--- src/fsp_consts.vh ---
`ifndef FSP_CONSTS_VH
`define FSP_CONSTS_VH

// Register byte offsets
`define FSP_REG_LOCK       5'h00
`define FSP_REG_OP         5'h04
`define FSP_REG_STATUS     5'h08
`define FSP_REG_BOARD      5'h0c
`define FSP_REG_MUXADDR    5'h10

// Field layout
`define FSP_LOCK_W         7
`define FSP_LOCK_RST       7'h00
`define FSP_ADDR_W         18
`define FSP_KIND_LSB       18
`define FSP_KIND_MSB       19
`define FSP_ST_ACCEPT      0
`define FSP_ST_REJECT      1
`define FSP_ST_HUB         2
`define FSP_ST_MUX         3
`define FSP_ST_ID_LSB      4
`define FSP_ST_ID_MSB      7
`define FSP_ST_ARRAY       8
`define FSP_ST_BUSY        9

// Operation kinds
`define FSP_KIND_PROG      2'h0
`define FSP_KIND_ERASE_SEC 2'h1
`define FSP_KIND_ERASE_64K 2'h2

// Memory map
`define FSP_TOP_SECTOR     3'h6
`define FSP_TOP_REGION     2'h3

// AXI responses
`define FSP_RESP_OKAY      2'h0
`define FSP_RESP_SLVERR    2'h2

`endif

--- src/fsp_protect.v ---
`timescale 1ns/1ps
`include "fsp_consts.vh"

module fsp_protect (
   opKind,
   opAddr,
   sectorLock,
   bootLockN,
   regionGuardN,
   deny
);
   input  wire [1:0]  opKind;
   input  wire [17:0] opAddr;
   input  wire [6:0]  sectorLock;
   input  wire        bootLockN;
   input  wire        regionGuardN;
   output reg         deny;

   // Sector index 0..6 of a byte address
   function [2:0] sectorOf;
      input [17:0] a;
      begin
         if (a[17:16] != `FSP_TOP_REGION)
            sectorOf = {1'b0, a[17:16]};
         else if (a[15] == 1'b0)
            sectorOf = 3'h3;
         else if (a[14] == 1'b1)
            sectorOf = `FSP_TOP_SECTOR;
         else
            sectorOf = a[13] ? 3'h5 : 3'h4;
      end
   endfunction

   reg [2:0] sec;
   reg       whole64;
   reg       topHit;
   reg       restHit;
   reg       lockHit;

   always @* begin
      sec     = sectorOf(opAddr);
      whole64 = (opKind == `FSP_KIND_ERASE_64K);
      if (whole64) begin
         // Top 64K erase covers sectors 3..6
         topHit  = (opAddr[17:16] == `FSP_TOP_REGION);
         restHit = 1'b1;
         if (opAddr[17:16] == `FSP_TOP_REGION)
            lockHit = |sectorLock[6:3];
         else
            lockHit = sectorLock[opAddr[17:16]];
      end else begin
         topHit  = (sec == `FSP_TOP_SECTOR);
         restHit = (sec != `FSP_TOP_SECTOR);
         lockHit = sectorLock[sec];
      end
      // Pins only gate; lock bits always apply
      deny = lockHit
           | (topHit & ~bootLockN)
           | (restHit & ~regionGuardN);
   end
endmodule // fsp_protect

--- src/fsp_mux_addr.v ---
`timescale 1ns/1ps
`include "fsp_consts.vh"

module fsp_mux_addr (
   sys_clk,
   rstn,
   enable,
   rowCol,
   addrPins,
   muxAddr
);
   input  wire        sys_clk;
   input  wire        rstn;
   input  wire        enable;
   input  wire        rowCol;
   input  wire [10:0] addrPins;
   output wire [17:0] muxAddr;

   reg        rowColPrev_q;
   reg [10:0] low_q;
   reg [6:0]  high_q;

   always @(posedge sys_clk or negedge rstn) begin
      if (!rstn) begin
         rowColPrev_q <= 1'b1;
         low_q        <= 11'h000;
         high_q       <= 7'h00;
      end else begin
         rowColPrev_q <= rowCol;
         if (enable && rowColPrev_q && !rowCol)
            low_q <= addrPins;
         if (enable && !rowColPrev_q && rowCol)
            high_q <= addrPins[6:0];
      end
   end

   assign muxAddr = {high_q, low_q};
endmodule // fsp_mux_addr

--- src/fsp_top.v ---
`timescale 1ns/1ps
`include "fsp_consts.vh"

module fsp_top (
   sys_clk,
   rstn,
   secResetN,
   bootLockN,
   regionGuardN,
   strapIdentity,
   boardInputs,
   portSelect,
   rowCol,
   hubMode,
   cycleId,
   cycleForUs,
   busDriveAllow,
   muxOutEnable,
   writeInhibit,
   automationReset,
   opStart,
   opKind,
   opAddr,
   opDone,
   muxAddr,
   s_axi_awaddr,
   s_axi_awvalid,
   s_axi_awready,
   s_axi_wdata,
   s_axi_wstrb,
   s_axi_wvalid,
   s_axi_wready,
   s_axi_bresp,
   s_axi_bvalid,
   s_axi_bready,
   s_axi_araddr,
   s_axi_arvalid,
   s_axi_arready,
   s_axi_rdata,
   s_axi_rresp,
   s_axi_rvalid,
   s_axi_rready
);
   input  wire        sys_clk;
   input  wire        rstn;
   input  wire        secResetN;
   input  wire        bootLockN;
   input  wire        regionGuardN;
   input  wire [3:0]  strapIdentity;
   input  wire [4:0]  boardInputs;
   input  wire        portSelect;
   input  wire        rowCol;
   input  wire        hubMode;
   input  wire [3:0]  cycleId;
   output wire        cycleForUs;
   output wire        busDriveAllow;
   output wire        muxOutEnable;
   output wire        writeInhibit;
   output wire        automationReset;
   output reg         opStart;
   output reg  [1:0]  opKind;
   output reg  [17:0] opAddr;
   input  wire        opDone;
   output wire [17:0] muxAddr;
   input  wire [4:0]  s_axi_awaddr;
   input  wire        s_axi_awvalid;
   output wire        s_axi_awready;
   input  wire [31:0] s_axi_wdata;
   input  wire [3:0]  s_axi_wstrb;
   input  wire        s_axi_wvalid;
   output wire        s_axi_wready;
   output reg  [1:0]  s_axi_bresp;
   output reg         s_axi_bvalid;
   input  wire        s_axi_bready;
   input  wire [4:0]  s_axi_araddr;
   input  wire        s_axi_arvalid;
   output wire        s_axi_arready;
   output reg  [31:0] s_axi_rdata;
   output reg  [1:0]  s_axi_rresp;
   output reg         s_axi_rvalid;
   input  wire        s_axi_rready;

   reg        portSel_q;
   reg        selTaken_q;
   reg [6:0]  sectorLock_q;
   reg        reqPend_q;
   reg [1:0]  reqKind_q;
   reg [17:0] reqAddr_q;
   reg        accepted_q;
   reg        rejected_q;
   reg        busy_q;
   reg        readArray_q;

   wire       inReset;
   wire       denied;
   wire       wrFire;
   wire       rdFire;
   wire [10:0] addrPins;
   wire       wrLock;
   wire       wrOp;

   // Secondary reset is an in-system reset; in mux mode its pin is OE
   assign inReset = !secResetN && !portSel_q;

   // Port select is caught while held in reset and at release
   always @(posedge sys_clk or negedge rstn) begin
      if (!rstn) begin
         portSel_q  <= 1'b0;
         selTaken_q <= 1'b0;
      end else if (!selTaken_q || inReset) begin
         portSel_q  <= portSelect;
         selTaken_q <= 1'b1;
      end
   end

   assign writeInhibit    = inReset || !selTaken_q;
   assign automationReset = inReset || !selTaken_q;
   assign busDriveAllow   = !portSel_q && !inReset
                            && selTaken_q;
   assign muxOutEnable    = portSel_q && selTaken_q
                            && !secResetN;

   // Identity compare only for hub cycles
   assign cycleForUs = !portSel_q
                       && (!hubMode
                           || cycleId == strapIdentity);

   // Mux address pins reuse the sideband inputs
   assign addrPins = {boardInputs, regionGuardN, bootLockN,
                      strapIdentity};

   fsp_mux_addr u_muxAddr (
      .sys_clk  (sys_clk),
      .rstn     (rstn),
      .enable   (portSel_q),
      .rowCol   (rowCol),
      .addrPins (addrPins),
      .muxAddr  (muxAddr)
   );

   fsp_protect u_protect (
      .opKind       (reqKind_q),
      .opAddr       (reqAddr_q),
      .sectorLock   (sectorLock_q),
      .bootLockN    (bootLockN),
      .regionGuardN (regionGuardN),
      .deny         (denied)
   );

   // AXI4-Lite: address and data taken together, one at a time
   assign s_axi_awready = s_axi_awvalid && s_axi_wvalid && !s_axi_bvalid;
   assign s_axi_wready  = s_axi_awready;
   assign wrFire        = s_axi_awready;
   assign s_axi_arready = !s_axi_rvalid;
   assign rdFire        = s_axi_arvalid && s_axi_arready;

   // Write side effects share one decode
   assign wrLock        = wrFire && s_axi_awaddr == `FSP_REG_LOCK;
   assign wrOp          = wrFire && s_axi_awaddr == `FSP_REG_OP;

   always @(posedge sys_clk or negedge rstn) begin
      if (!rstn) begin
         s_axi_bvalid <= 1'b0;
         s_axi_bresp  <= `FSP_RESP_OKAY;
      end else if (wrFire) begin
         s_axi_bvalid <= 1'b1;
         if (s_axi_awaddr == `FSP_REG_LOCK || s_axi_awaddr == `FSP_REG_OP)
            s_axi_bresp <= `FSP_RESP_OKAY;
         else
            s_axi_bresp <= `FSP_RESP_SLVERR;
      end else if (s_axi_bready) begin
         s_axi_bvalid <= 1'b0;
      end
   end

   // Lock bits change only by software or reset, never by pins
   always @(posedge sys_clk or negedge rstn) begin
      if (!rstn) begin
         sectorLock_q <= `FSP_LOCK_RST;
      end else if (inReset) begin
         sectorLock_q <= `FSP_LOCK_RST;
      end else if (wrLock && s_axi_wstrb[0]) begin
         sectorLock_q <= s_axi_wdata[6:0];
      end
   end

   // Operation request capture
   always @(posedge sys_clk or negedge rstn) begin
      if (!rstn) begin
         reqPend_q <= 1'b0;
         reqKind_q <= `FSP_KIND_PROG;
         reqAddr_q <= 18'h00000;
      end else begin
         reqPend_q <= wrOp && (&s_axi_wstrb[2:0]);
         if (wrOp) begin
            reqKind_q <= s_axi_wdata[`FSP_KIND_MSB:`FSP_KIND_LSB];
            reqAddr_q <= s_axi_wdata[17:0];
         end
      end
   end

   // Check pins and locks at acceptance
   always @(posedge sys_clk or negedge rstn) begin
      if (!rstn) begin
         opStart     <= 1'b0;
         opKind      <= `FSP_KIND_PROG;
         opAddr      <= 18'h00000;
         accepted_q  <= 1'b0;
         rejected_q  <= 1'b0;
         busy_q      <= 1'b0;
         readArray_q <= 1'b1;
      end else if (inReset) begin
         opStart     <= 1'b0;
         busy_q      <= 1'b0;
         readArray_q <= 1'b1;
         if (reqPend_q) begin
            accepted_q <= 1'b0;
            rejected_q <= 1'b1;
         end
      end else begin
         opStart <= 1'b0;
         // Done is taken even when a refused request lands alongside
         if (opDone && busy_q) begin
            busy_q      <= 1'b0;
            readArray_q <= 1'b1;
         end
         if (reqPend_q) begin
            if (denied || busy_q || writeInhibit
                || reqKind_q == 2'h3) begin
               accepted_q <= 1'b0;
               rejected_q <= 1'b1;
            end else begin
               accepted_q  <= 1'b1;
               rejected_q  <= 1'b0;
               opStart     <= 1'b1;
               opKind      <= reqKind_q;
               opAddr      <= reqAddr_q;
               busy_q      <= 1'b1;
               readArray_q <= 1'b0;
            end
         end
      end
   end

   // Read side
   always @(posedge sys_clk or negedge rstn) begin
      if (!rstn) begin
         s_axi_rvalid <= 1'b0;
         s_axi_rdata  <= 32'h00000000;
         s_axi_rresp  <= `FSP_RESP_OKAY;
      end else if (rdFire) begin
         s_axi_rvalid <= 1'b1;
         s_axi_rresp  <= `FSP_RESP_OKAY;
         s_axi_rdata  <= 32'h00000000;
         case (s_axi_araddr)
            `FSP_REG_LOCK:
               s_axi_rdata[6:0] <= sectorLock_q;
            `FSP_REG_OP:
               s_axi_rdata[19:0] <= {reqKind_q, reqAddr_q};
            `FSP_REG_STATUS: begin
               s_axi_rdata[`FSP_ST_ACCEPT] <= accepted_q;
               s_axi_rdata[`FSP_ST_REJECT] <= rejected_q;
               s_axi_rdata[`FSP_ST_HUB]    <= hubMode;
               s_axi_rdata[`FSP_ST_MUX]    <= portSel_q;
               s_axi_rdata[`FSP_ST_ID_MSB:`FSP_ST_ID_LSB] <= strapIdentity;
               s_axi_rdata[`FSP_ST_ARRAY]  <= readArray_q;
               s_axi_rdata[`FSP_ST_BUSY]   <= busy_q;
            end
            `FSP_REG_BOARD:
               s_axi_rdata[4:0] <= boardInputs;
            `FSP_REG_MUXADDR:
               s_axi_rdata[17:0] <= muxAddr;
            default:
               s_axi_rresp <= `FSP_RESP_SLVERR;
         endcase
      end else if (s_axi_rready) begin
         s_axi_rvalid <= 1'b0;
      end
   end
endmodule // fsp_top

--- config.mk ---
export PLATFORM = sky130hd
export DESIGN_NAME = fsp_top
export DESIGN_NICKNAME = d
export VERILOG_FILES = /design/src/fsp_protect.v /design/src/fsp_mux_addr.v /design/src/fsp_top.v
export VERILOG_INCLUDE_DIRS = /design/src
export SDC_FILE = /design/constraint.sdc
export NUM_CORES = 1
export LEC_CHECK = 0
export ABC_AREA = 1
export BUFFER_PORTS_ARGS = -buffer_cell sky130_fd_sc_hd__buf_4
export CAP_MARGIN = 20
export CORE_UTILIZATION = 54
export CTS_CLUSTER_DIAMETER = 30
export DETAILED_ROUTE_END_ITERATION = 10
export PLACE_DENSITY_LB_ADDON = 0.05
export SYNTH_ARGS = -nofsm -noshare
export SYNTH_HDL_FRONTEND = slang
export SYNTH_SLANG_ARGS = --single-unit
export TNS_END_PERCENT = 50
--- constraint.sdc ---
create_clock -name sys_clk -period 4.6 [get_ports sys_clk]
set_input_delay 0.23 -clock sys_clk [delete_from_list [all_inputs] [get_ports sys_clk]]
set_output_delay 0.23 -clock sys_clk [all_outputs]
set_load 0.03 [all_outputs]
After elaboration in Yosys (flattened, before gate mapping)
Cells that the tools add are included.
{"block": "word_totals", "register_bits": 100, "input_bits": 73, "output_inout_bits": 85, "wordCells": 128}
{"block": "classes", "n_lt_le_gt_ge": 2, "eq_ne": 12, "n_mux": 43, "n_bitwise": 8, "n_reduce_logical": 42}
{"operator": "$mux W1", "n": 29}
{"operator": "$pmux W5 S5", "n": 1}
{"operator": "$logic_and A1 B1 Y1", "n": 18}
{"operator": "$pmux W8 S2", "n": 1}
{"operator": "$mux W7", "n": 2}
{"operator": "$eq A5 B3 Y1 const B", "n": 2}
{"operator": "$eq A5 B4 Y1 const B", "n": 2}
{"operator": "$logic_not A5 Y1", "n": 2}
{"operator": "$logic_not A1 Y1", "n": 9}
{"operator": "$mux W3", "n": 3}
{"operator": "$pmux W3 S3", "n": 1}
{"operator": "$pmux W2 S4", "n": 1}
{"operator": "$eq A2 B2 Y1 const B", "n": 3}
{"operator": "$logic_or A1 B1 Y1", "n": 6}
{"operator": "$mux W2", "n": 3}
{"operator": "$reduce_and A3 Y1", "n": 2}
{"operator": "$reduce_bool A2 Y1", "n": 3}
{"operator": "$eq A5 B5 Y1 const B", "n": 1}
{"operator": "$reduce_or A5 Y1", "n": 1}
{"operator": "$eq A4 B4 Y1", "n": 1}
{"operator": "$lt A2 B4 Y1 const B", "n": 1}
{"operator": "$lt A3 B4 Y1 const B", "n": 1}
{"operator": "$not A1 Y1", "n": 4}
{"operator": "$reduce_or A4 Y1", "n": 1}
{"operator": "7 further kinds", "n": 9}

Logic depth before layout (Yosys ltp)
{"block": "depth", "ltp_word": 15, "ltp_mapped": 14}

Hierarchy
A second synthesis with hierarchy kept.
{"block": "unflattened", "hier_cells": 588, "hier_area_um2": 4901.0}
{"module": "fsp_top", "n_inst": 1, "cells_per_inst": 450, "area_per_inst_um2": 3811.2, "seq_area_each_um2": 1978.1}
{"module": "fsp_mux_addr", "n_inst": 1, "cells_per_inst": 83, "area_per_inst_um2": 812.0, "seq_area_each_um2": 476.7}
{"module": "fsp_protect", "n_inst": 1, "cells_per_inst": 55, "area_per_inst_um2": 277.8, "seq_area_each_um2": 0.0}

Least setup slack after synthesis
Ideal clock, no wire load.
{"block": "synth_timing", "path_kind": "flip-flop to flip-flop", "from": "register s_axi_rvalid", "to": "register s_axi_rdata[3]", "setup_ns": 0.139, "arrival_time_ns": 1.589, "required_ns": 4.461, "path_slack_ns": 2.872, "path_stages_with_launch": 8, "n_path_buf": 1, "synth_period_minus_slack_ns": 1.728, "path_cell_list": "dfrtp_1 -> inv_1 -> nand2_1 -> inv_1 -> clkbuf_1 -> o21ai_0 -> a21oi_1 -> a41oi_1"}
{"block": "synth_via", "elab_chain_len": 2}
{"element": "start: declaration", "line": "fsp_top.v:80", "text": "output reg s_axi_rvalid;"}
{"element": "start signal: assignment", "line": "fsp_top.v:248", "text": "s_axi_rvalid <= 1'b0;"}
{"element": "start signal: assignment", "line": "fsp_top.v:252", "text": "s_axi_rvalid <= 1'b1;"}
{"element": "start signal: assignment", "line": "fsp_top.v:277", "text": "s_axi_rvalid <= 1'b0;"}
{"element": "$logic_not A1 Y1", "line": "fsp_top.v:154", "text": "assign s_axi_arready = !s_axi_rvalid;"}
{"element": "named net s_axi_arready", "line": "fsp_top.v:77", "text": "output wire s_axi_arready;"}
{"element": "$logic_and A1 B1 Y1", "line": "fsp_top.v:155", "text": "assign rdFire = s_axi_arvalid && s_axi_arready;"}
{"element": "end signal: assignment", "line": "fsp_top.v:257", "text": "s_axi_rdata[6:0] <= sectorLock_q;"}
{"element": "end signal: assignment", "line": "fsp_top.v:259", "text": "s_axi_rdata[19:0] <= {reqKind_q, reqAddr_q};"}
{"element": "end signal: indexed assignment", "line": "fsp_top.v:261", "text": "s_axi_rdata[`FSP_ST_ACCEPT] <= accepted_q;"}
{"element": "end: declaration", "line": "fsp_top.v:78", "text": "output reg [31:0] s_axi_rdata;"}
The timed path passes the listed nets, and every way through them passes these cells.
A chain may end at the register's enable or synchronous reset.

Worst setup path in the final report
{"block": "layout_timing", "from": "register reqAddr_q[17]", "to": "register rejected_q"}
{"block": "layout_via", "elab_chain_len": 13}
{"element": "start: declaration", "line": "fsp_top.v:88", "text": "reg [17:0] reqAddr_q;"}
{"element": "start signal: assignment", "line": "fsp_top.v:197", "text": "reqAddr_q <= s_axi_wdata[17:0];"}
{"element": "$ne A2 B2 Y1 (no line)"}
{"element": "$mux W3", "line": "fsp_protect.v:23", "text": "if (a[17:16] != `FSP_TOP_REGION)"}
{"element": "$bmux W1 S3 or $eq A3 B3 Y1 (tied branches)"}
{"element": "$mux W1 (on tied branches)", "line": "fsp_protect.v:54, fsp_protect.v:43"}
{"element": "$mux W1 or $and A1 B1 Y1 (tied branches)", "line": "fsp_protect.v:43, fsp_protect.v:58"}
{"element": "$or A1 B1 Y1", "line": "fsp_protect.v:58", "text": "| (topHit & ~bootLockN)"}
{"element": "$or A1 B1 Y1 (*)", "line": "fsp_protect.v:59", "text": "| (restHit & ~regionGuardN);"}
{"element": "$logic_or A1 B1 Y1 (*) (2 in series)", "line": "fsp_top.v:228", "text": "if (denied || busy_q || writeInhibit"}
{"element": "$logic_or A1 B1 Y1 (*)", "line": "fsp_top.v:229", "text": "|| reqKind_q == 2'h3) begin"}
{"element": "$mux W1 (*)", "line": "fsp_top.v:228"}
{"element": "$mux W1 (*)", "line": "fsp_top.v:227", "text": "if (reqPend_q) begin"}
{"element": "$mux W1 (*)", "line": "fsp_top.v:212", "text": "end else if (inReset) begin"}
{"element": "end signal: assignment", "line": "fsp_top.v:218", "text": "rejected_q <= 1'b1;"}
{"element": "end signal: assignment", "line": "fsp_top.v:231", "text": "rejected_q <= 1'b1;"}
{"element": "end signal: assignment", "line": "fsp_top.v:234", "text": "rejected_q <= 1'b0;"}
{"element": "end: declaration", "line": "fsp_top.v:90", "text": "reg rejected_q;"}
Every way passes the cells marked *; elsewhere a longest branch is shown, timed or not. The select of a mux whose other input is x is not followed.

==> results.py <==
metrics = {
    "floorplan": {
        "die_width_microns": 94.1,
        "pin_count": 158,
        "die_area_sq_um": 8850,
        "start_util_pct": 55.7,
        "row_count": 33,
        "core_sq_um": 8220,
        "fp.dieH_microns": 94.1,
    },
    "sta": {
        "finalHoldViolations": 0,
        "clock.fmax_ghz": 0.380,
        "rsz0062_at_grt": "false",
        "timing.hold.ws_ns": 0.0589,
        "tightestPinTransition_ns": 0.932,
        "skew_ns": 0.0139,
        "setup_viol": 0,
        "fin_setup_tns_ns": 0,
        "slew_viol_final": 0,
        "period_share_pct": 57.2,
        "slew_headroom_pct": 37.7,
        "period_needed_ns": 2.63,
    },
    "flow_run": {
        "drv_cap": 0,
    },
    "logic_synthesis": {
        "yosysSeqAreaShare_pct": 53.7,
        "synthArstFlopShare_pct": 100,
        "synth_top_area_share_pct": 52.5,
        "synth_cell_type_count": 35,
        "synth_area_leaders": "dfrtp_1 (53%), nand2_1 (12%), o21ai_0 (4.6%)",
        "ys_dominant_reg_cell": "dfrtp_1",
        "synth_edf_count": 0,
        "ys_warn_count": 0,
        "synth_area_per_cell_sq_um": 8.43,
        "synth_area_sq_um": 4580,
        "synth.largest_area_cell": "dfrtp_1",
        "synth_cells": 543,
        "ys_ff_latch": 98,
    },
    "cells_and_area": {
        "drive_gt1_share_pct": 25.3,
        "diodes": 0,
        "area_growth_pct": 24.1,
        "n_fill_cell": 681,
        "fin_area_sq_um": 5680,
        "final_nets": 733,
    },
    "worst_setup_path": {
        "path_buf_inv": 1,
        "worstSetupPathType": "register to register",
        "crit_chain": "nand2_2 -> nor2_2 -> nand3_1 -> o21ai_1 -> nand2_1 -> nor2_2 -> nand3_4 -> o21ai_0 -> inv_1",
        "reg2reg_slack_ns": 1.97,
        "crit_slowest_cell": "nor2_2",
        "critPathRequiredTime_ns": 4.84,
        "crit_top_cell": "nor2_2",
        "cp_max_fo": 25,
        "cp-start-kind": "register",
        "critPathCaptureType": "register",
        "critPathArrivalTime_ns": 2.87,
        "critical_path.max_stage_delay_ns": 0.70,
        "cp_top_family": "simple AND/OR/NAND/NOR gates",
    },
    "power_and_ir_drop": {
        "leakagePower_uw": 0.00301,
        "irDropWorstVdd_v": 0.000184,
        "powerDensity_nw_per_um2": 362,
    },
    "grt": {
        "busiest_layer": "met2",
        "grt_pass1_wl_mm": 18.6,
        "antenna_found_initial": 0,
        "grt_usage_pct": 28.0,
        "grt_max_degree": 55,
        "grtUsageMet2_pct": 45.9,
        "grt_overflow": 0,
        "met1_usage_pct": 37.9,
        "grt_pass1_vias": 3827,
        "met3_usage_pct": 5.42,
    },
    "place": {
        "dp_hpwl_mm": 8.63,
        "postPlaceCellArea_sq_um": 5490,
        "gp_congestion": 0.886,
        "port_buffers": 130,
    },
    "clock_network": {
        "cts_setup_buffers": 0,
        "clk_path_buf_depth": 2,
        "clock_sinks": 98,
        "clk-insertion-delay-late_ns": 0.36,
        "root_buffer": "clkbuf_8",
        "clk_pin_slew_worst_paths_ns": 0.10,
        "htree_levels": 3,
        "tritoncts": "done",
        "cts_buffers": 9,
    },
    "drt": {
        "vias_per_cell": 5.30,
        "first_pass_iters": 5,
        "drt_iter0_markers": 250,
        "num_vias": 4073,
        "wire_per_inst_microns": 15.1,
        "wl_mm": 11.6,
        "drc": 0,
        "postRouteAntennaNets": 0,
    },
    "min_path": {
        "hp-class": "input pin to register",
    },
    "run_status": {
        "status": "completed",
    },
}
[where the power goes]
part	leakage [uW]	internal [uW]	switching [uW]	total, uW
clock network	0.0000815	195	306	501
registers	0.00124	947	76.7	1020
logic	0.00169	184	346	530
[layer usage]
layer / wire, microns / vias to the layer above / share of wire, %
li1: - / 1978 / -
met1: 5100 / 1929 / 44
met2: 5660 / 152 / 49
met3: 668 / 14 / 5.7
met4: 191 / 0 / 1.6
met5: 0 / - / 0
[cell usage in the layout, fill, tap and decap left out, drive strengths merged]
master and count:
o21ai 45, nand4 23, inv 47, xnor2 4, o211ai 2, a221oi 1
nand3b 4, o21bai 1, nand2 147, clkinvlp 2, buf 132, o22ai 2
clkbuf 9, nor4 1, dfstp 2, a21oi 42, dlygate4sd3 2, clkinv 3
a41oi 2, o31ai 3, nor2 46, mux2 1, conb 15, nand3 29
a31oi 1, or2 2, dfrtp 96
[final timing paths]
path / start / end / cells after the start
min in group asynchronous: rstn / s_axi_rdata[17]$_DFFE_PN0P_ / 2
worst max register to register: reqAddr_q[17]$_DFFE_PN0P_ / rejected_q$_DFFE_PN0P_ / 9
worst min-delay path: s_axi_rready / s_axi_rvalid$_DFFE_PN0P_ / 2
worst min register to register: opAddr[11]$_DFFE_PN0P_ / opAddr[11]$_DFFE_PN0P_ / 2
max in group asynchronous: rstn / sectorLock_q[5]$_DFFE_PN0P_ / 3
worst max-delay path: reqAddr_q[17]$_DFFE_PN0P_ / rejected_q$_DFFE_PN0P_ / 9
[logic make-up (layout without fill, tap and decap cells)]
family / count (synthesis) / after routing / share of synthesized area [%]
AOI/OAI and AO/OA: 99 / 99 / 11.6
xor gates and xnor gates: 4 / 4 / 0.766
buffers and inverters: 87 / 195 / 9.46
DFF: 98 / 98 / 53.7
muxes: 1 / 1 / 0.246
other: 2 / 15 / 0.164
and+or+nand+nor: 252 / 252 / 24.1
[cells in the mapped netlist (5+ instances only)]
cell / number
buf_2: 10
nor2_2: 5
nand3_1: 28
dfrtp_1: 96
buf_4: 17
a21oi_1: 41
inv_1: 42
clkbuf_1: 9
nand2_1: 143
nand4_1: 23
o21ai_0: 42
nor2_1: 40
[repair_timing]
item / in CTS / in global routing
hold endpoints to repair: 43 / 0
gates resized for setup: 0 / 0
hold buffers: 2 / 0
[final cells by class]
type                       count  area (sq um)  area share, %
sequential                    98          2450           43.2
timing repair buffer         134          1010           17.8
inverter                      46           173           3.04
multi-input combinational    371          1740           30.7
clock buffer                   9           124           2.18
tap                          105           131           2.31
clock inverter                 6          42.5          0.749
[state kept, by name, summed over array words and instances, names as in the netlist, 2 cells and up]
name	count
sectorLock_q	7
reqAddr_q	18
opAddr	18
u_muxAddr.high_q	7
opKind	2
reqKind_q	2
s_axi_rdata	20
u_muxAddr.low_q	11
[per-stage QoR]
stage                     worst slack, ns  power (uW)  instances  util (%)
after floorplan                      2.87        1350        556         -
after global placement               2.13        1560        752      66.8
after detailed placement             2.05        1570        752      66.8
after CTS                            2.03        2060        769      69.1
after global routing                 1.72        2150        769      69.1
final                                1.97        2050        769      69.1
Note: power is estimated with default switching activity, not from simulation.
